<file path="src/hdl/video_window_defines.vh">
/*
 Holds register offsets, field widths and reset values of the window geometry bank.
 Assumes it is included by bare name from the design files.
*/
`ifndef VIDEO_WINDOW_DEFINES_VH
`define VIDEO_WINDOW_DEFINES_VH

// ==========================================================
// Register offsets
`define ADDR_INPUT_LINE_COUNT   12'h121
`define ADDR_OUTPUT_LINE_COUNT  12'h122
`define ADDR_HORIZONTAL_START   12'h123
`define ADDR_HORIZONTAL_LENGTH  12'h124
`define ADDR_LINE_PIXEL_COUNT   12'h125
`define ADDR_WINDOW_STATUS      12'h12f

// ==========================================================
// Field widths
`define LINE_FIELD_W            9
`define PIXEL_FIELD_W           11
`define REG_W                   12

// ==========================================================
// Reset values
`define RST_INPUT_LINE_COUNT    9'h000
`define RST_OUTPUT_LINE_COUNT   9'h000
`define RST_HORIZONTAL_START    11'h000
`define RST_HORIZONTAL_LENGTH   11'h2c0
`define RST_LINE_PIXEL_COUNT    11'h2c0

`endif

</file>
<file path="src/hdl/two_entry_buffer.v">
/*
 Holds a two-entry buffer with valid and ready on both sides.
 Assumes one clock and a synchronised active-low reset.
*/
`timescale 1ns/1ps

module two_entry_buffer #(
	parameter WIDTH = 17
) (
	input  wire             ref_clk,
	input  wire             rstSync_n,
	input  wire             inValid,
	output reg              inReady,
	input  wire [WIDTH-1:0] inData,
	output reg              outValid,
	input  wire             outReady,
	output reg  [WIDTH-1:0] outData
);

	reg  [WIDTH-1:0] slot1;
	reg  [1:0]       count;
	wire             push;
	wire             pop;

	assign push = inValid & inReady;
	assign pop  = outValid & outReady;

	// ==========================================================
	// Storage: outData is the head, slot1 the second entry
	always @(posedge ref_clk or negedge rstSync_n) begin
		if (!rstSync_n) begin
			count    <= 2'h0;
			inReady  <= 1'b0;
			outValid <= 1'b0;
			outData  <= {WIDTH{1'b0}};
			slot1    <= {WIDTH{1'b0}};
		end else begin
			case ({push, pop})
			2'b10: begin
				if (count == 2'h0)
					outData <= inData;
				else
					slot1 <= inData;
				count    <= count + 2'h1;
				outValid <= 1'b1;
				inReady  <= (count == 2'h0);
			end
			2'b01: begin
				// An emptied head is cleared so no stale line marker lingers
				outData  <= (count == 2'h2) ? slot1 : {WIDTH{1'b0}};
				count    <= count - 2'h1;
				outValid <= (count == 2'h2);
				inReady  <= 1'b1;
			end
			2'b11: begin
				if (count == 2'h1)
					outData <= inData;
				else begin
					outData <= slot1;
					slot1   <= inData;
				end
				inReady <= 1'b1;
			end
			default: begin
				inReady <= (count != 2'h2); // Full stalls the source
			end
			endcase
		end
	end

endmodule

</file>
<file path="src/hdl/video_window_geometry.v">
/*
 Holds the first output window's geometry registers and the line and pixel selection
 they steer on the scaled pixel stream.
 Assumes pixel inputs synchronous to ref_clk and a register port with one-cycle strobes.
 Assumes the source marks each line's first pixel and each field's first line.
 Limitations: line and pixel counters stop at their top value, so an overlong
 line or field is cropped rather than wrapped; dropped pixels still need room
 in the output buffer before they are accepted.
*/
// Added by the designer: the address-and-strobe port.
// Contract
// - Fewer output than input lines compresses the window by dropping whole lines.
// - Horizontal start names the first output pixel within the scaled full line.
// - A nonzero horizontal start crops the leading scaled pixels on the left.
// - Each window line carries horizontal length scaled pixels, fewer where the window runs past the line pixel count.
// - The input line count is the span of active lines per field from its first line.
`timescale 1ns/1ps
`include "video_window_defines.vh"

module video_window_geometry #(
	parameter DATA_W = 16
) (
	input  wire              ref_clk,
	input  wire              rst_n,
	input  wire [11:0]       regAddr,
	input  wire [11:0]       regWriteData,
	input  wire              regWrite,
	input  wire              regRead,
	output reg  [11:0]       regReadData,
	input  wire              pixValid,
	output wire              pixReady,
	input  wire [DATA_W-1:0] pixData,
	input  wire              pixLineStart,
	input  wire              pixFieldStart,
	output wire              outValid,
	input  wire              outReady,
	output wire [DATA_W-1:0] outData,
	output wire              outLineStart
);

	// Reset release
	reg  [1:0]                   rstPipe;
	wire                         rstSync_n;
	// Stored geometry fields
	reg  [`LINE_FIELD_W-1:0]     inputLineCount;
	reg  [`LINE_FIELD_W-1:0]     outputLineCount;
	reg  [`PIXEL_FIELD_W-1:0]    horizontalStart;
	reg  [`PIXEL_FIELD_W-1:0]    horizontalLength;
	reg  [`PIXEL_FIELD_W-1:0]    linePixelCount;
	// Position within the field and the line
	reg  [`LINE_FIELD_W-1:0]     lineIndex;
	reg  [`LINE_FIELD_W:0]       dropAcc;
	reg                          lineKept;
	reg  [`PIXEL_FIELD_W-1:0]    pixelIndex;
	// Values for the pixel now offered
	reg  [`LINE_FIELD_W-1:0]     curLine;
	reg  [`LINE_FIELD_W:0]       accSum;
	reg  [`LINE_FIELD_W:0]       next_dropAcc;
	reg                          curKept;
	reg  [`PIXEL_FIELD_W-1:0]    curPixel;
	reg  [`PIXEL_FIELD_W:0]      windowEnd;
	reg                          keepPixel;
	// Output buffer hookup
	wire                         bufReady;
	wire                         take;
	wire [DATA_W:0]              bufOut;

	// Address match for both write and read decode
	function hit;
		input [11:0] addr;
		input [11:0] target;
		begin
			hit = (addr == target);
		end
	endfunction

	// ==========================================================
	// Reset release through two flip-flops
	// The rest of the block leaves reset two edges after rst_n rises
	always @(posedge ref_clk or negedge rst_n) begin
		if (!rst_n)
			rstPipe <= 2'h0;
		else
			rstPipe <= {rstPipe[0], 1'b1};
	end
	assign rstSync_n = rstPipe[1];

	// ==========================================================
	// Register writes; upper bits are not stored
	// Writes to unmapped offsets or to the status word are ignored
	always @(posedge ref_clk or negedge rstSync_n) begin
		if (!rstSync_n) begin
			inputLineCount   <= `RST_INPUT_LINE_COUNT;
			outputLineCount  <= `RST_OUTPUT_LINE_COUNT;
			horizontalStart  <= `RST_HORIZONTAL_START;
			horizontalLength <= `RST_HORIZONTAL_LENGTH;
			linePixelCount   <= `RST_LINE_PIXEL_COUNT;
		end else if (regWrite) begin
			if (hit(regAddr, `ADDR_INPUT_LINE_COUNT))
				inputLineCount <= regWriteData[`LINE_FIELD_W-1:0];
			if (hit(regAddr, `ADDR_OUTPUT_LINE_COUNT))
				outputLineCount <= regWriteData[`LINE_FIELD_W-1:0];
			if (hit(regAddr, `ADDR_HORIZONTAL_START))
				horizontalStart <= regWriteData[`PIXEL_FIELD_W-1:0];
			if (hit(regAddr, `ADDR_HORIZONTAL_LENGTH))
				horizontalLength <= regWriteData[`PIXEL_FIELD_W-1:0];
			if (hit(regAddr, `ADDR_LINE_PIXEL_COUNT))
				linePixelCount <= regWriteData[`PIXEL_FIELD_W-1:0];
		end
	end

	// ==========================================================
	// Register reads, data valid the cycle after the strobe
	// Status word: bit 9 current line kept, bits 8:0 current line index
	always @(posedge ref_clk or negedge rstSync_n) begin
		if (!rstSync_n)
			regReadData <= 12'h000;
		else if (regRead) begin
			if (hit(regAddr, `ADDR_INPUT_LINE_COUNT))
				regReadData <= {3'h0, inputLineCount};
			else if (hit(regAddr, `ADDR_OUTPUT_LINE_COUNT))
				regReadData <= {3'h0, outputLineCount};
			else if (hit(regAddr, `ADDR_HORIZONTAL_START))
				regReadData <= {1'b0, horizontalStart};
			else if (hit(regAddr, `ADDR_HORIZONTAL_LENGTH))
				regReadData <= {1'b0, horizontalLength};
			else if (hit(regAddr, `ADDR_LINE_PIXEL_COUNT))
				regReadData <= {1'b0, linePixelCount};
			else if (hit(regAddr, `ADDR_WINDOW_STATUS))
				regReadData <= {2'h0, lineKept, lineIndex};
			else
				regReadData <= 12'h000; // Unmapped reads as zero
		end else
			regReadData <= 12'h000;
	end

	// ==========================================================
	// Line and pixel selection for the current input pixel
	always @* begin
		curLine      = lineIndex;
		accSum       = dropAcc;
		next_dropAcc = dropAcc;
		curKept      = lineKept;
		// Counters hold at their top value rather than wrap
		curPixel     = (pixelIndex == 11'h7ff) ? pixelIndex : pixelIndex + 11'h001;
		if (pixLineStart) begin
			curPixel = 11'h000;
			if (pixFieldStart)
				curLine = 9'h000;
			else if (lineIndex == 9'h1ff)
				curLine = lineIndex;
			else
				curLine = lineIndex + 9'h001;
			accSum  = (pixFieldStart ? 10'h000 : dropAcc) + {1'b0, outputLineCount};
			// Each line within the span adds the output count to the accumulator; a line is kept
			// when the sum reaches the input count, which spreads the kept lines
			// evenly over the span
			// even line dropping
			if (curLine >= inputLineCount) begin
				curKept      = 1'b0;
				next_dropAcc = accSum - {1'b0, outputLineCount};
			end else if (outputLineCount >= inputLineCount) begin
				curKept      = 1'b1;
				next_dropAcc = 10'h000;
			end else if (accSum >= {1'b0, inputLineCount}) begin
				curKept      = 1'b1;
				next_dropAcc = accSum - {1'b0, inputLineCount};
			end else begin
				curKept      = 1'b0;
				next_dropAcc = accSum;
			end
		end
		// One bit wider so start plus length cannot wrap
		windowEnd = {1'b0, horizontalStart} + {1'b0, horizontalLength};
		// crop left, fixed length within the scaled line
		keepPixel = curKept && (curPixel >= horizontalStart)
			&& ({1'b0, curPixel} < windowEnd) && (curPixel < linePixelCount);
	end

	assign take     = pixValid & bufReady;
	assign pixReady = bufReady;

	// ==========================================================
	// Line and pixel counters advance on each accepted pixel
	always @(posedge ref_clk or negedge rstSync_n) begin
		if (!rstSync_n) begin
			lineIndex  <= 9'h000;
			dropAcc    <= 10'h000;
			lineKept   <= 1'b0;
			pixelIndex <= 11'h000;
		end else if (take) begin
			lineIndex  <= curLine;
			dropAcc    <= next_dropAcc;
			lineKept   <= curKept;
			pixelIndex <= curPixel;
		end
	end

	// ==========================================================
	// Kept pixels pass through the buffer with their line marker
	// A full buffer stalls dropped pixels too, so line and pixel counts stay
	// in step with what the source has handed over
	two_entry_buffer #(
		.WIDTH (DATA_W + 1)
	) u_buffer (
		.ref_clk   (ref_clk),
		.rstSync_n (rstSync_n),
		.inValid   (pixValid & keepPixel),
		.inReady   (bufReady),
		.inData    ({curPixel == horizontalStart, pixData}),
		.outValid  (outValid),
		.outReady  (outReady),
		.outData   (bufOut)
	);

	assign outData      = bufOut[DATA_W-1:0];
	assign outLineStart = bufOut[DATA_W];

endmodule

</file>
<file path="config.mk">
export PLATFORM = sky130hd
export DESIGN_NAME = video_window_geometry
export DESIGN_NICKNAME = d
export VERILOG_FILES = /design/src/hdl/two_entry_buffer.v /design/src/hdl/video_window_geometry.v
export VERILOG_INCLUDE_DIRS = /design/src /design/src/hdl
export SDC_FILE = /design/constraint.sdc
export NUM_CORES = 1
export LEC_CHECK = 0
export ABC_AREA = 1
export ABC_CLOCK_PERIOD_IN_PS = 6800
export CORE_ASPECT_RATIO = 0.6
export CORE_MARGIN = 2
export CORE_UTILIZATION = 34
export CTS_CLUSTER_DIAMETER = 100
export DETAILED_ROUTE_END_ITERATION = 12
export DONT_BUFFER_PORTS = 1
export PLACE_DENSITY = 0.58
export REMOVE_ABC_BUFFERS = 1
export SLEW_MARGIN = 5
export SYNTH_ARGS = -nofsm -noshare
export SYNTH_HDL_FRONTEND = slang
export SYNTH_HIERARCHICAL = 1
export SYNTH_SLANG_ARGS = --single-unit
</file>
<file path="constraint.sdc">
create_clock -name ref_clk -period 6.8 [get_ports ref_clk]
set_clock_uncertainty 0.05 [all_clocks]
set_input_delay 1.02 -clock ref_clk [delete_from_list [all_inputs] [get_ports ref_clk]]
set_output_delay 1.02 -clock ref_clk [all_outputs]
set_load 0.02 [all_outputs]
</file>
After elaboration in Yosys (flattened, before gate mapping)
Index checks and enable logic that the tools add are counted.
{"block": "totals", "register_bits": 134, "wordCells": 98}
{"block": "classes", "add_sub_neg": 8, "magnitude_cmp": 6, "n_eq_ne": 18, "n_mux": 30, "n_bitwise": 4, "reduce_logical": 16}
{"op": "2-to-1 mux 17 bit", "count": 5}
{"op": "2-to-1 mux 11 bit", "count": 7}
{"op": "equality test 12 x 9 -> 1 bit (second input constant)", "count": 6}
{"op": "one-hot mux 17 bit (3 select lines)", "count": 1}
{"op": "2-to-1 mux 10 bit", "count": 5}
{"op": "one-hot mux 17 bit (2 select lines)", "count": 1}
{"op": "2-to-1 mux 9 bit", "count": 3}
{"op": "subtractor 10 x 9 -> 10 bit", "count": 2}
{"op": "greater-or-equal comparator 9 bit", "count": 2}
{"op": "AND reduction 2 bit", "count": 7}
{"op": "adder 11 x 11 -> 12 bit", "count": 1}
{"op": "< comparator 11 x 12 -> 1 bit", "count": 1}
{"op": "2-to-1 mux 12 bit", "count": 1}
{"op": "adder 11 x 1 -> 11 bit (second input constant)", "count": 1}
{"op": "equality test 11 bit", "count": 1}
{"op": "equality test 11 bit (second input constant)", "count": 1}
{"op": "greater-or-equal comparator 11 bit", "count": 1}
{"op": "< comparator 11 bit", "count": 1}
{"op": "adder 10 x 9 -> 10 bit", "count": 1}
{"op": "greater-or-equal comparator 10 x 9 -> 1 bit", "count": 1}
{"op": "adder 9 x 1 -> 9 bit (second input constant)", "count": 1}
{"op": "equality test 9 bit (second input constant)", "count": 1}
{"op": "equality test 2 bit (second input constant)", "count": 3}
{"op": "!= test 2 bit (second input constant)", "count": 3}
{"op": "other kinds (14)", "count": 25}

Depth between registers and ports, before layout
Gate-level depths: netlist (run 1).
{"block": "logic_depth", "word_depth": 15, "depth_mapped": 31, "mapped_depth_nobuf": 30}

By module
Netlist (run 1), hierarchy kept.
{"mod": "video_window_geometry", "instances": 1, "cells_per_inst": 1051, "area_per_inst_um2": 7713.6, "seq_area_each_um2": 2384.8}
{"mod": "two_entry_buffer", "instances": 1, "cells_per_inst": 275, "area_per_inst_um2": 2048.2, "seq_area_each_um2": 950.9}

Worst setup path before layout (run 1)
No wires, ideal clock.
{"block": "synth_path", "path_type": "input port to flip-flop", "start": "input port pixFieldStart", "end": "register u_buffer.outData[0]", "setup_ps": 116, "t_arrival_ps": 4795, "required_time_ps": 6634, "slack_ps": 1839, "stages": 28, "cell_sequence": "clkbuf_1 > nor2_1 > ha_1 > inv_1 > fa_1 > o31ai_1 > xor2_1 > inv_1 > ha_1 > nand2_1 > nor2_1 > nand2_1 > nand3_2 > a21oi_2 > buf_4 > nand3_1 > nand2_1 > nand2_1 > nand3_1 > nor2_1 > nand2_1 > inv_1 > ha_1 > o21ai_4 > inv_4 > buf_6 > nand2_1 > nand2_1"}
{"block": "synth_via", "elab_chain_cells": 15}
{"element": "start: declaration", "line": "video_window_geometry.v:34", "text": "input wire pixFieldStart,"}
{"element": "2-to-1 mux 10 bit", "line": "video_window_geometry.v:154", "text": "accSum = (pixFieldStart ? 10'h000 : dropAcc) + {1'b0, outputLineCount};"}
{"element": "adder 10 x 9 -> 10 bit", "line": "video_window_geometry.v:154"}
{"element": "greater-or-equal comparator 10 x 9 -> 1 bit", "line": "video_window_geometry.v:165", "text": "end else if (accSum >= {1'b0, inputLineCount}) begin"}
{"element": "2-to-1 mux 1 bit", "line": "video_window_geometry.v:165"}
{"element": "2-to-1 mux 1 bit", "line": "video_window_geometry.v:162", "text": "end else if (outputLineCount >= inputLineCount) begin"}
{"element": "2-to-1 mux 1 bit *", "line": "video_window_geometry.v:159", "text": "if (curLine >= inputLineCount) begin"}
{"element": "2-to-1 mux 1 bit *", "line": "video_window_geometry.v:146", "text": "if (pixLineStart) begin"}
{"element": "logical AND 1 bit *", "line": "video_window_geometry.v:176", "text": "keepPixel = curKept && (curPixel >= horizontalStart)"}
{"element": "logical AND 1 bit * (2 in series)", "line": "video_window_geometry.v:177", "text": "&& ({1'b0, curPixel} < windowEnd) && (curPixel < linePixelCount);"}
{"element": "AND 1 bit *", "line": "video_window_geometry.v:208", "text": ".inValid (pixValid & keepPixel),"}
{"element": "AND 1 bit *", "line": "two_entry_buffer.v:25", "text": "assign push = inValid & inReady;"}
{"element": "equality test 2 bit or equality test 2 x 1 -> 1 bit (tied branches)", "line": "two_entry_buffer.v:38", "text": "case ({push, pop})"}
{"element": "!= test 2 x 1 -> 1 bit (no line) or nonzero test 3 bit (tied branches)"}
{"element": "AND reduction 2 bit (no line)"}
{"element": "end signal: assignment", "line": "two_entry_buffer.v:35", "text": "outData <= {WIDTH{1'b0}};"}
{"element": "end signal: assignment", "line": "two_entry_buffer.v:41", "text": "outData <= inData;"}
{"element": "end signal: assignment", "line": "two_entry_buffer.v:50", "text": "outData <= (count == 2'h2) ? slot1 : {WIDTH{1'b0}};"}
{"element": "end: declaration", "line": "two_entry_buffer.v:17", "text": "output reg [WIDTH-1:0] outData"}
Every way passes the cells marked *; elsewhere a longest branch is shown, timed or not. The select of a mux whose other input is x is not followed.
A chain may end at the register's enable or synchronous reset.

Worst setup path after layout (run 1)
{"block": "layout_path", "start": "input port pixFieldStart", "end": "register u_buffer.slot1[13]"}
{"block": "layout_via", "elab_chain_cells": 15}
{"element": "2-to-1 mux 10 bit", "line": "video_window_geometry.v:154"}
{"element": "adder 10 x 9 -> 10 bit", "line": "video_window_geometry.v:154"}
{"element": "greater-or-equal comparator 10 x 9 -> 1 bit", "line": "video_window_geometry.v:165"}
{"element": "2-to-1 mux 1 bit", "line": "video_window_geometry.v:165"}
{"element": "2-to-1 mux 1 bit", "line": "video_window_geometry.v:162"}
{"element": "2-to-1 mux 1 bit *", "line": "video_window_geometry.v:159"}
{"element": "2-to-1 mux 1 bit *", "line": "video_window_geometry.v:146"}
{"element": "logical AND 1 bit *", "line": "video_window_geometry.v:176"}
{"element": "logical AND 1 bit * (2 in series)", "line": "video_window_geometry.v:177"}
{"element": "AND 1 bit *", "line": "video_window_geometry.v:208"}
{"element": "AND 1 bit *", "line": "two_entry_buffer.v:25"}
{"element": "equality test 2 bit", "line": "two_entry_buffer.v:38"}
{"element": "!= test 2 bit (no line) or nonzero test 2 bit (tied branches)"}
{"element": "AND reduction 3 bit (no line)"}
{"element": "end signal: assignment", "line": "two_entry_buffer.v:36", "text": "slot1 <= {WIDTH{1'b0}};"}
{"element": "end signal: assignment", "line": "two_entry_buffer.v:43", "text": "slot1 <= inData;"}
{"element": "end signal: assignment", "line": "two_entry_buffer.v:60", "text": "slot1 <= inData;"}
{"element": "end: declaration", "line": "two_entry_buffer.v:20", "text": "reg [WIDTH-1:0] slot1;"}
Marked as above.

==> impl.org, run 1 <==
** Run status
- Run status :: finished, final reports clean

** Timing
- Setup repair after global routing missed its margin :: false
- Fmax :: 0.193 GHz
- Count of final max-slew check failures :: 0
- The total count of hold-check failures in the final report was 0.
- Total setup violations reported at the end of the flow :: 0
- Total negative slack :: 0 ns
- Min Clock Period, post-route :: 5.18 ns
- Relative slew slack :: 33.6%
- Transition time of the tightest slew-check pin :: 0.997 ns
- Final worst-path cycle share :: 76.2%

** Worst hold path
- Path type of the worst min-delay path :: in2async

** Clock tree
- Counting every sink on the clock net gives 133.
- TritonCTS built the clock tree.
- The H-tree was split into 4 levels.
- For the worst-skew pair, the clock arrives at the later sink with an insertion delay of 0.44 ns.
- The number of gates resized after CTS was 0.
- CTS hold repair buffers :: 0
- Total CTS buffers :: 17
- Post-CTS setup-driven buffer insertion count :: 0
- Max clock buf depth :: 2
- After clock tree synthesis, the clock-pin slew on the worst setup and hold paths is 0.06 ns.
- In this run the clock root is driven by a clkbuf_16.

** Synth
- Warnings from Yosys :: 6
- Prevailing post-synth register cell :: dfrtp_1
- FF+latch count, synth :: 133
- Post-synth ARST share :: 100%
- In this run, synthesis inferred 0 flip-flops with an integrated enable.
- Mapped Avg Cell Area :: 7.36 µm²
- Synth top area cells :: dfrtp_1 33%, nand2_1 15%, ha_1 12%
- Post-Syn Area :: 0.00976 mm²
- Library cells used by synthesis :: 54
- Synthesis produced a netlist whose cell count is 1,326.
- Summing the sequential cell areas from Yosys gives 34.2% of the chip area.
- Most area-hungry cell type in the Yosys netlist :: dfrtp_1
- The share of synthesized area in the top cell type comes to 32.6%.

** GRT
- The number of antenna violations at the first check in global routing was 0.
- After global routing the overflow that remains totals 0.
- Overall track demand over capacity in global routing :: 19.2%
- Entering global routing, the biggest net connects 72 pins.
- Number of global-route vias before repair :: 7,951
- First-pass GRT wire length :: 44,800 µm

** Cells and area
- Diode count :: 0
- With fillers left out, the area of the finished cells amounts to 0.0106 mm².
- Cells with a size suffix above 1 make up 6.08% of the layout.
- Leaving out fill and tap cells, the most frequent cells in the layout are 386 x nand2_1, 195 x inv_1, 126 x dfrtp_1.
- Utilization after layout :: 38.2%
- Final Instance Count excl. Fillers :: 1,700
- After the last flow step, the layout net total stands at 1,469.
- Area added between synthesis and finish :: 9.06%
- Leaving out fill and tap cells, the most frequent cell in the layout is nand2_1.

** Floorplanning
- Horizontal die dimension :: 223 µm
- Height of the die :: 135 µm
- In this run the standard cell core region covers 0.0279 mm².
- Boundary Pins :: 79
- Initial standard-cell utilization of the core :: 35.0%
- Rows :: 47
- The floorplan step defined a die boundary enclosing 0.0301 mm².

** Place
- After legalization and detailed placement, the total HPWL measured 21,400 µm.
- Once placement finished, the instance area stood at 0.0101 mm².
- Count of placed standard cells including taps :: 1,668
- The count of buffers added on input and output ports is 0.
- Final estimated routing congestion in global placement :: 0.894

** Route
- Detailed-route vias per instance :: 5.00
- Post-route ant nets :: 0
- Violation count after the first detailed-route iteration :: 860
- Overall routed net length :: 27,900 µm
- Number of remaining DRC errors :: 0
- Pre-antenna DRT Iters :: 5
- Dividing the detail-routed wire length by the instance count gives 16.4 µm.
- Total number of vias :: 8,498

** Pwr
- The analysis attributes to cell leakage a power of 5.27 nW.
- Dividing total power by cell area gives a power density of 283 mW/mm².
- Total power for the finished layout comes to 3.01 mW.
- Maximum vdd drop :: 0.000192 V

** Setup path
- Launch point of the critical path :: pixFieldStart
- The worst register-to-register path begins at lineIndex[0].
- The worst setup path is captured at a register.
- The worst setup path is of the in2reg kind.
- Worst EP arrival :: 5.45 ns
- The worst setup path is launched from an input pin.
- Biggest fanout along the worst timing path :: 34
- STA puts the critical path data required time at 7.06 ns.

** Run
- The tool flagged a number of max-cap violations equal to 0.
cells in the mapped netlist, types with 2 or more instances:
library cell	number
a21oi_1	78
dfstp_2	6
buf_4	5
ha_1	97
or2_2	3
inv_2	6
nor2_2	6
dfrtp_1	127
nor2_1	65
o21a_1	4
a211oi_1	3
nand4_1	10
o21ai_1	31
nand2_1	386
a21boi_1	2
nand2_2	6
buf_6	8
xnor2_1	8
o21bai_1	3
a31oi_1	10
a22oi_1	7
o211ai_1	5
nor3_1	13
nor3_2	3
nor2_4	6
inv_1	195
a41oi_1	4
fa_1	4
nand3b_1	8
o22ai_1	11
nand3_4	2
nand3_2	3
nand3_1	50
conb_1	2
xor2_1	22
a21oi_2	2
clkbuf_1	9
o31ai_1	3
o21ai_0	94
buf_2	5
path summary, 6_finish.rpt:
| check | endpoint | cells after the start | slack (ns) |
|---|---|---|---|
| setup reg to reg | u_buffer/slot1[13] | 27 | 1.74 |
| hold / removal | rstPipe[1] | 0 | 0.22 |
| setup / recovery | u_buffer/slot1[13] | 25 | 1.62 |
| min in group ref_clk | rstPipe[1] | 0 | 0.30 |
| max in group asynchronous | pixelIndex[2] | 1 | 4.84 |
| hold reg to reg | rstPipe[1] | 0 | 0.30 |
state kept, by name (all words and copies together) (netlist names):
signal	cells
dropAcc	10
regReadData	11
u_buffer/count	2
u_buffer/inReady	1
lineIndex	9
u_buffer/slot1	17
u_buffer/outValid	1
linePixelCount	11
pixelIndex	11
outputLineCount	9
horizontalLength	11
horizontalStart	11
rstPipe	2
u_buffer/outData	17
lineKept	1
inputLineCount	9
cells by family after synthesis:
family                   share of synthesized area, %
AND/OR/NAND/NOR                                  25.1
other                                          0.0769
AO/OA/AOI/OAI                                    14.9
adder cells (fa/ha/maj)                          13.3
XOR/XNOR                                         2.69
buffers and inverters                            9.79
flip-flops                                       34.2
per-layer routing:
metal  track usage [%]  vias to the layer above  routed length (µm)
met5                 0                        -                   0
met3              6.94                       18                2600
met2              25.0                      275               10400
met4              3.91                        0                 262
met1              29.6                     3911               14700
li1                  -                     4294                   -
cell type report:
class / instances / area [µm²]
fill: 2974 / 17200
multi-input combinational: 962 / 5470
sequential: 133 / 3340
inverter: 203 / 766
tap: 367 / 459
clock buffer: 23 / 458
clock inverter: 9 / 131
timing repair buffer: 3 / 22.5
through the flow:
step           setup slack (ns)  hold slack [ns]
2_1_floorplan              1.95            0.281
3_3_place_gp               1.35            0.287
3_5_place_dp               1.22            0.293
4_1_cts                    1.67            0.194
5_1_grt                    1.22            0.192
6_report                   1.62            0.221
worst max-delay path: stages:
cell and delay [ns]:
nor2_1 0.09, ha_1 0.22, inv_1 0.15, fa_1 0.50, o21ai_0 0.42, xor2_1 0.27
inv_1 0.10, ha_1 0.40, nand2_1 0.08, nor2_1 0.16, nand2_1 0.10, nand3_2 0.10
a21oi_2 0.06, nand3_1 0.13, nand2_1 0.09, nand2_1 0.07, nand3_1 0.07, nor2_1 0.15
nand2_1 0.16, inv_1 0.13, ha_1 0.26, or2_1 0.17, nand3_4 0.30, nand2_1 0.14
o21ai_1 0.07
power breakdown:
part	switching, mW	total, mW	leakage [nW]	internal (mW)
clock network	0.366	0.952	0.289	0.586
logic	0.653	0.998	3.22	0.345
registers	0.148	1.06	1.76	0.916
total	1.17	3.01	5.27	1.85
(Power assumes the default switching activity.)
==> run 2: changes to the inputs <==
--- a/config.mk
+++ b/config.mk
@@ -6,15 +6,15 @@
 export SDC_FILE = /design/constraint.sdc
 export NUM_CORES = 1
 export LEC_CHECK = 0
-export ABC_AREA = 1
-export ABC_CLOCK_PERIOD_IN_PS = 6800
+export ABC_AREA = 0
+export ABC_CLOCK_PERIOD_IN_PS = 4700
 export CORE_ASPECT_RATIO = 0.6
 export CORE_MARGIN = 2
 export CORE_UTILIZATION = 34
 export CTS_CLUSTER_DIAMETER = 100
 export DETAILED_ROUTE_END_ITERATION = 12
 export DONT_BUFFER_PORTS = 1
-export PLACE_DENSITY = 0.58
+export PLACE_DENSITY = 0.6
 export REMOVE_ABC_BUFFERS = 1
 export SLEW_MARGIN = 5
 export SYNTH_ARGS = -nofsm -noshare
==> constraint.sdc (replaced) <==
create_clock -name ref_clk -period 4.7 [get_ports ref_clk]
set_clock_uncertainty 0.05 [all_clocks]
set_input_delay 0.705 -clock ref_clk [delete_from_list [all_inputs] [get_ports ref_clk]]
set_output_delay 0.705 -clock ref_clk [all_outputs]
set_load 0.02 [all_outputs]
==> run 2 against run 1 <==
The flow now finishes with violations (setup timing). Clock power is 39% higher. Combinational power rose by 74%. Critical path depth decreased by 1. First-iteration DRC count decreased by 20%. Power increased by 55%. Count of clock-buffer cells in the layout fell by 3. Cell area increased by 7.2%. Via count is 8.2% lower. Die area fell by 6.7%. Routed wire length about the same.
==> impl.org, run 2 <==
** Timing
- Transition time of the tightest slew-check pin :: 1.14 ns (was 0.997 ns)
- The total count of hold-check failures in the final report is 0 (unchanged).
- The final critical path takes up 102% of the cycle.
- The worst relative slew slack came to 23.7% (was 33.6%).
- Fmax :: 0.209 GHz
- Setup slack of the critical path after layout :: -0.0848 ns (was 1.62 ns)
- Setup repair after global routing missed its margin: true (was false).
- The number of max-slew violations in the final report was 0 (unchanged).
- The count of final setup violators was 25 (was 0).
- After layout, the minimum clock period comes to 4.78 ns.

** GRT
- Initial antenna violation count :: 0 (unchanged)
- Number of global-route vias before repair :: 7,244 (was 7,951)
- Gr ovfl total :: 0 (unchanged)
- Largest net degree at the start of global routing :: 73 (was 72)
- Overall track demand over capacity in global routing :: 20.2% (was 19.2%)
- The first-pass GRT wire length was 43,100 µm (was 44,800 µm).

** Place
- The final weighted congestion in routability-driven placement was 0.918 (was 0.894).
- The port buffer count was 0 (unchanged).
- Area of placed instances :: 0.0102 mm² (was 0.0101 mm²)
- Total half-perimeter wirelength after legalization and detailed placement :: 20,700 µm (was 21,400 µm)
- The number of placed cells counting well taps came to 1,368 (was 1,668).

** Cells and area
- Commonest cells after routing, fill and taps aside: 126 x dfrtp_1, 121 x buf_4, 90 x ha_1 (was 386 x nand2_1, 195 x inv_1, 126 x dfrtp_1).
- The ratio of cells with drive above 1 in the final layout came to 24.2% (was 6.08%).
- The final cell count without fillers came to 1,424 (was 1,700).
- The most common cell after layout, fill and taps aside is dfrtp_1 (was nand2_1).
- Area added between synthesis and finish :: 25.5% (was 9.06%)
- The summed area of non-filler cells in the final layout came to 0.0114 mm² (was 0.0106 mm²).
- Top flop regs :: u_buffer/outData: 17 flops, u_buffer/slot1: 17 flops (unchanged)
- NumNets Final :: 1,200 (was 1,469)
- The count of antenna diodes in the layout is 0 (unchanged).

** Synth
- The dominant synthesized flop cell is dfrtp_1 (unchanged).
- Share of the synthesized area in the top cell type :: 34.9% (was 32.6%)
- Proportion of synthesized chip area in sequential cells :: 36.7% (was 34.2%)
- Synth top area cells: dfrtp_1 35%, ha_1 13%, mux2_1 6.3% (was dfrtp_1 33%, nand2_1 15%, ha_1 12%).
- The cell with the most instances after synthesis was dfrtp_1 (was nand2_1).
- Synthesized instance count :: 933 (was 1,326)
- The cell taking the most area after synthesis is dfrtp_1 (unchanged).
- FF+latch count, synth :: 133 (unchanged)
- Mapped Avg Cell Area :: 9.75 µm² (was 7.36 µm²)
- Count of flip-flops with a built-in enable after synthesis :: 0 (unchanged)
- The post-synthesis cell type count was 72 (was 54).
- Post-Syn Area :: 0.00909 mm² (was 0.00976 mm²)
- Warnings from Yosys :: 6 (unchanged)
- Most numerous cell types in the synthesized netlist :: 127 x dfrtp_1, 97 x ha_1, 62 x nand2_1, 55 x inv_1, 51 x mux2_1 (was 386 x nand2_1, 195 x inv_1, 127 x dfrtp_1, 97 x ha_1, 94 x o21ai_0)
- Post-synth ARST share :: 100% (unchanged)

** Route
- Detailed-route vias per instance :: 5.48 (was 5.00)
- Number of remaining DRC errors :: 0 (unchanged)
- The detailed-router iteration count before antenna repair was 5 (unchanged).
- Total number of vias :: 7,800 (was 8,498)
- Violation count after the first detailed-route iteration :: 691 (was 860)
- Average wire per standard cell :: 19.6 µm (was 16.4 µm)
- Overall routed net length :: 28,000 µm (was 27,900 µm)
- The final antenna-violating net count is 0 (unchanged).

** Floorplanning
- The floorplan core area was 0.0264 mm² (was 0.0279 mm²).
- The initial cell density of the core was 34.5% (was 35.0%).
- The die outline height is 131 µm (was 135 µm).
- The row count is 46 (was 47).
- The number of placed I/O pins is 79 (unchanged).
- Die outline area :: 0.0281 mm² (was 0.0301 mm²)
- The width of the die was 215 µm (was 223 µm).

** Setup path
- The highest fanout seen on the critical path came to 5 (was 34).
- The startpoint of the worst setup timing path was dropAcc[0] (was pixFieldStart).
- Number of cells on the worst reg-to-reg path :: 24 (was 27)
- The nature of the critical path startpoint is a register (was input pin).
- Cell type with the highest occurrence count on the critical path :: buf_4 (was nand2_1)
- Data required time of the critical path :: 4.95 ns (was 7.06 ns)
- Worst EP arrival :: 5.04 ns (was 5.45 ns)
- Nature of the critical path endpoint :: register (unchanged)
- Delay contributed by the slowest stage of the critical path :: 0.38 ns (was 0.50 ns)
- Capturing instance or port of the critical path :: u_buffer/outData[15] (was u_buffer/slot1[13])
- The internal reg-to-reg setup slack is -0.08 ns (was 1.74 ns).
- Series of cell instances along the critical path :: nor2b_4, ha_4, buf_4, a21oi_1, buf_4, nor2b_1, o21a_1, o211ai_1, a21oi_2, ha_4, nand4_1, a211oi_2, nor3_2, o21ai_2, nor3_2, o31a_1, a311oi_2, nand2_1, buf_4, buf_4, ha_2, and2_4, o211ai_1, a31oi_4
- The start-to-end type of the worst setup path is reg2reg (was in2reg).
- The end of the worst register-to-register path is u_buffer/outData[15] (was u_buffer/slot1[13]).
- The slowest library cell on the worst path was dfrtp_1 (was fa_1).
- The source of the worst register-to-register timing path is dropAcc[0] (was lineIndex[0]).

** Clock tree
- The count of clock tree sinks is 133 (unchanged).
- The clock root buffer is clkbuf_16 (unchanged).
- Max clock buf depth :: 2 (unchanged)
- Total CTS buffers :: 17 (unchanged)
- The CTS tree was built (unchanged).
- The H-tree depth was 4 (unchanged).
- Clock latency of the later-clocked register in the worst-skew pair :: 0.44 ns (about the same)
- Clock transition time at the flip-flop clock pins of the worst setup and hold paths :: 0.07 ns (was 0.06 ns)

** Pwr
- The static power due to leakage was 5.22 nW (was 5.27 nW).
- The worst ir drop on vdd is 0.000271 V (was 0.000192 V).
- The ratio of total power to cell area came to 410 mW/mm² (was 283 mW/mm²).

** Run
- Max-cap violations :: 0 (unchanged)

** Run status
- Run status: finished, violations left (was finished, final reports clean).
- Violations in the final reports :: setup timing

** Worst hold path
- The path class of the lowest-slack min-delay path is reg2reg (was in2async).
-- run 2: cell type report --
class	instances	area, µm²
repair buffers	132	1040
clock buffers	20	457
multi-input cells	709	5790
inverters	58	220
flip-flops and latches	133	3340
well taps	360	450
fillers	2557	14900
clock inverters	12	118
-- run 2: timing repair --
item                                    4_1_cts  5_1_grt
gates cloned                                  4        1
hold buffers                                  1        0
resized for setup                            47       53
pin swaps                                    20       34
setup buffers                                16        5
hold endpoints to repair                      2        0
endpoints found under the setup margin       38       38
-- run 2: how the worst min path moves through the flow --
stage                             start            end  slack (ns)  depth (start not counted)
after floorplan              rstPipe[0]     rstPipe[1]        0.28                          0
after global placement       rstPipe[0]     rstPipe[1]        0.29                          0
after detailed placement     rstPipe[0]     rstPipe[1]        0.29                          0
after CTS                  pixLineStart  pixelIndex[5]        0.30                          1
after global routing      pixFieldStart   lineIndex[5]        0.30                          1
final                        rstPipe[0]     rstPipe[1]        0.31                          0
-- run 2: where the power goes --
group          internal, mW  switching (mW)
registers              1.35           0.278
logic                 0.805           0.930
clock network         0.762           0.555
total                  2.91            1.76
-- run 2: per-stage QoR --
| step | hold WS [ns] | util [%] | total power [mW] | worst slack (ns) | TNS [ns] |
|---|---|---|---|---|---|
| final | 0.306 | 43.3 | 4.68 | -0.0848 | -0.575 |
| after CTS | 0.300 | 42.3 | 4.54 | -0.122 | -3.34 |
| after detailed placement | 0.290 | 38.9 | 3.12 | -0.604 | -19.26 |
| after global routing | 0.304 | 43.3 | 4.92 | -0.257 | -7.52 |
| after floorplan | 0.281 | - | 2.57 | -0.627 | -18.65 |
| after global placement | 0.287 | 38.9 | 3.09 | -0.509 | -15.67 |
-- run 2: per-layer routing --
layer  vias up  share of wire [%]  GRT usage, %
met3        23                9.3          5.58
met5         -                  0             0
met2       300                 36          25.0
li1       3666                  -             -
met4         0               0.97          5.15
met1      3811                 54          32.7
-- run 2: worst max-delay path, delay by kind of cell (launching register included) --
kind,cells,cell delay [ns]
buffers and inverters,4,0.57
flip-flops,1,0.38
AO/OA/AOI/OAI,10,2.18
adder cells (fa/ha/maj),3,0.67
AND/OR/NAND/NOR,7,0.81
-- run 2: kinds of logic (layout without fill, tap and decap cells) --
| logic type | Yosys count | in the layout | synth area share, % |
|---|---|---|---|
| XOR/XNOR | 44 | 44 | 4.24 |
| other | 2 | 2 | 0.0826 |
| buffers and inverters | 93 | 222 | 4.25 |
| AND/OR/NAND/NOR | 238 | 240 | 13.1 |
| multiplexers | 84 | 84 | 10.4 |
| adder cells (fa/ha/maj) | 101 | 101 | 14.2 |
| flip-flops | 133 | 133 | 36.7 |
| AO/OA/AOI/OAI | 238 | 238 | 17.1 |
==> run 3: changes to the inputs <==
--- a/config.mk
+++ b/config.mk
@@ -7,15 +7,16 @@
 export NUM_CORES = 1
 export LEC_CHECK = 0
 export ABC_AREA = 0
-export ABC_CLOCK_PERIOD_IN_PS = 4700
+export ABC_CLOCK_PERIOD_IN_PS = 4400
 export CORE_ASPECT_RATIO = 0.6
 export CORE_MARGIN = 2
-export CORE_UTILIZATION = 34
+export CORE_UTILIZATION = 45
 export CTS_CLUSTER_DIAMETER = 100
 export DETAILED_ROUTE_END_ITERATION = 12
 export DONT_BUFFER_PORTS = 1
-export PLACE_DENSITY = 0.6
+export PLACE_DENSITY = 0.72
 export REMOVE_ABC_BUFFERS = 1
+export SKIP_LAST_GASP = 1
 export SLEW_MARGIN = 5
 export SYNTH_ARGS = -nofsm -noshare
 export SYNTH_HDL_FRONTEND = slang
==> constraint.sdc (replaced) <==
create_clock -name ref_clk -period 4.4 [get_ports ref_clk]
set_clock_uncertainty 0.05 [all_clocks]
set_input_delay 0.66 -clock ref_clk [delete_from_list [all_inputs] [get_ports ref_clk]]
set_output_delay 0.66 -clock ref_clk [all_outputs]
set_load 0.02 [all_outputs]
==> run 3 against run 2 <==
Sequential power rose by 6%. Critical path type unchanged. Sequential share of layout area down 0.43 points. The run still ends with setup timing left. Non-clock buffer count increased by 40.
==> impl.org, run 3 (same netlist as run 2, synthesis figures left out) <==
** Setup path
- Worst EP arrival :: 5.18 ns (was 5.04 ns)
- Crit path launch type :: register (unchanged)
- Series of cell instances along the critical path: nand2b_1, inv_1, ha_1, a21oi_1, buf_4, nor2b_1, o21a_1, o211ai_1, a21oi_2, ha_4, nand4_1, a211oi_2, nor3_2, o21ai_2, nor3_2, o31a_1, a311oi_2, nand2_1, inv_2, ha_4, nor2_2, nor3_4, buf_6, mux2_4 (was nor2b_4, ha_4, buf_4, a21oi_1, buf_4, nor2b_1, o21a_1, o211ai_1, a21oi_2, ha_4, nand4_1, a211oi_2, nor3_2, o21ai_2, nor3_2, o31a_1, a311oi_2, nand2_1, buf_4, buf_4, ha_2, and2_4, o211ai_1, a31oi_4).
- Type of the worst setup path :: reg2reg (unchanged)
- The worst endpoint required time came to 4.67 ns (was 4.95 ns).
- The largest incremental delay on the critical path was 0.38 ns (about the same).
- The slowest library cell on the worst path was dfrtp_1 (unchanged).
- The number of buffer and inverter stages on the critical path is 4 (unchanged).
- The highest fanout seen on the critical path was 7 (was 5).
- The critical path endpoint category was a register (unchanged).
- The family of cells with the greatest summed delay on the critical path is compound AO/OA/AOI/OAI gates (unchanged).

** Timing
- Setup repair after global routing missed its margin: true (unchanged).
- Count of final max-slew check failures :: 0 (unchanged)
- The count of final setup violators is 38 (was 25).
- The worst relative slew slack came to 20.5% (was 23.7%).
- The portion of the clock cycle consumed by the worst path in the final layout was 112% (was 102%).
- The worst path setup slack after routing came to -0.515 ns (was -0.0848 ns).
- The maximum achievable frequency came to 0.203 GHz (was 0.209 GHz).
- Count of final hold-check violations :: 0 (unchanged)
- The post-route minimum period is 4.91 ns (was 4.78 ns).
- Transition time of the tightest slew-check pin :: 1.19 ns (was 1.14 ns)

** GRT
- Initial antenna violation count :: 0 (unchanged)
- Largest net degree at the start of global routing :: 68 (was 73)
- Overall track demand over capacity in global routing :: 27.1% (was 20.2%)
- Number of global-route vias before repair :: 8,115 (was 7,244)
- First-pass GRT wire length :: 44,900 µm (was 43,100 µm)
- The residual overflow from global routing was 0 (unchanged).

** Route
- The average via count per standard cell was 5.95 (was 5.48).
- Overall routed net length :: 28,500 µm (was 28,000 µm)
- The count of vias placed by the detailed router came to 8,185 (was 7,800).
- Average wire per standard cell :: 20.7 µm (was 19.6 µm)
- Pre-antenna DRT Iters :: 6 (was 5)
- Post-route ant nets :: 0 (unchanged)
- Number of remaining DRC errors :: 0 (unchanged)
- Violation count after the first detailed-route iteration :: 950 (was 691)

** Pwr
- The overall power after layout was 5.19 mW (was 4.68 mW).
- Maximum vdd drop :: 0.000282 V (was 0.000271 V)
- Total leakage power :: 5.44 nW (was 5.22 nW)
- The ratio of total power to cell area is 448 mW/mm² (was 410 mW/mm²).

** Cells and area
- Commonest cells after routing, fill and taps aside :: 159 x buf_4, 125 x dfrtp_1, 89 x ha_1 (was 126 x dfrtp_1, 121 x buf_4, 90 x ha_1)
- Diode count :: 0 (unchanged)
- Top flop regs :: u_buffer/outData: 17 flops, u_buffer/slot1: 17 flops (unchanged)
- The ratio of cells with drive above 1 in the final layout is 26.4% (was 24.2%).
- The final cell count without fillers was 1,375 (was 1,424).
- The number of fill cells in the layout came to 1,612 (was 2,557).
- The number of nets at the end of the flow came to 1,238 (was 1,200).
- Area added between synthesis and finish :: 27.4% (was 25.5%)
- Most common library cell in the layout ignoring fill and taps :: buf_4 (was dfrtp_1)

** Floorplanning
- The initial cell density of the core is 45.7% (was 34.5%).
- The number of placed I/O pins came to 79 (unchanged).
- Core box area :: 0.0199 mm² (was 0.0264 mm²)
- The die outline height was 114 µm (was 131 µm).
- The row count is 40 (was 46).
- Die outline area :: 0.0214 mm² (was 0.0281 mm²)
- The width of the die came to 188 µm (was 215 µm).

** Run
- Max-cap violations :: 0 (unchanged)

** Clock tree
- The buffer depth of the longest clock path is 2 (unchanged).
- Clock net sink count :: 133 (unchanged)
- Total CTS buffers :: 17 (unchanged)
- The CTS tree was built (unchanged).
- Clock latency of the later-clocked register in the worst-skew pair :: 0.44 ns (about the same)
- The clock transition at the registers of the reported paths is 0.06 ns (was 0.07 ns).
- Total number of H-tree levels :: 4 (unchanged)
- The clock root buffer was clkbuf_16 (unchanged).

** Run status
- Violations in the final reports :: setup timing (unchanged)
- Run status :: finished, violations left (unchanged)

** Place
- The detailed-placement wirelength estimate is 20,500 µm (was 20,700 µm).
- Final estimated routing congestion in global placement :: 0.940 (was 0.918)
- Buffers on Ports :: 0 (unchanged)
- The number of placed cells counting well taps is 1,327 (was 1,368).

** Worst hold path
- The path class of the lowest-slack min-delay path is in2reg (was reg2reg).
-- run 3: cell types whose count changed in the layout (fill, tap and decap cells not counted), moves of 2 or more --
cell,before,now
clkinvlp_4,4,0
nor3_1,19,23
and2_4,5,3
nor2b_4,2,4
inv_8,0,2
bufinv_16,1,3
buf_4,121,159
nor3_2,7,3
a31oi_2,2,4
a31oi_4,3,0
-- run 3: timing repair --
item	4_1_cts	5_1_grt
setup buffers	7	5
pin swaps	17	46
resized for setup	62	26
cloned	2	1
hold buffers	1	0
endpoints found under the setup margin	38	38
endpoints found under the hold margin	2	0
-- run 3: area by class of cell --
class / count / area (µm²) / area share (%)
multi-input cells: 707 / 5690 / 49.1
well taps: 273 / 342 / 2.95
clock inverters: 14 / 188 / 1.62
clock buffers: 18 / 439 / 3.79
flip-flops and latches: 133 / 3340 / 28.8
repair buffers: 172 / 1370 / 11.8
inverters: 58 / 218 / 1.88
-- run 3: where the power goes --
group | leakage (nW) | internal [mW] | switching [mW]
combinational | 3.38 | 0.914 | 1.02
sequential | 1.75 | 1.44 | 0.268
clock | 0.310 | 0.925 | 0.628
-- run 3: final timing paths --
path / from / end / slack, ns / cells past startpoint
setup / recovery: dropAcc[1] / u_buffer/slot1[15] / -0.51 / 24
hold / removal: pixLineStart / pixelIndex[2] / 0.27 / 1
setup reg to reg: dropAcc[1] / u_buffer/slot1[15] / -0.51 / 24
hold reg to reg: rstPipe[0] / rstPipe[1] / 0.30 / 0
max in group asynchronous: rstPipe[1] / horizontalLength[1] / 2.80 / 1
min in group asynchronous: rst_n / rstPipe[0] / 0.40 / 1
-- run 3: layer usage --
metal  GRT usage, %  routed length [µm]
met4           5.72                 264
met2           36.4               11300
met1           39.5               13000
met3           12.0                3960
met5              0                   0
-- run 3: worst register-to-register path, stage by stage, from the launching register on --
cell	delay [ns]
dfrtp_1	0.38
nand2b_1	0.12
inv_1	0.06
ha_1	0.27
a21oi_1	0.14
buf_4	0.15
nor2b_1	0.05
o21a_1	0.19
o211ai_1	0.31
a21oi_2	0.15
ha_4	0.31
nand4_1	0.16
a211oi_2	0.34
nor3_2	0.11
o21ai_2	0.17
nor3_2	0.07
o31a_1	0.31
a311oi_2	0.22
nand2_1	0.12
inv_2	0.14
ha_4	0.16
nor2_2	0.05
nor3_4	0.28
buf_6	0.21
mux2_4	0.31
-- run 3: stage by stage --
stage	setup TNS (ns)	hold slack [ns]	setup slack, ns	util, %	cell area, µm²
global route	-21.58	0.266	-0.660	58.2	11600
global placement	-29.13	0.288	-0.830	52.6	10500
finish	-15.74	0.271	-0.515	58.2	11600
detailed placement	-35.40	0.293	-0.985	52.6	10500
CTS	-13.23	0.261	-0.435	57.3	11400
floorplan	-27.58	0.281	-0.882	-	8920
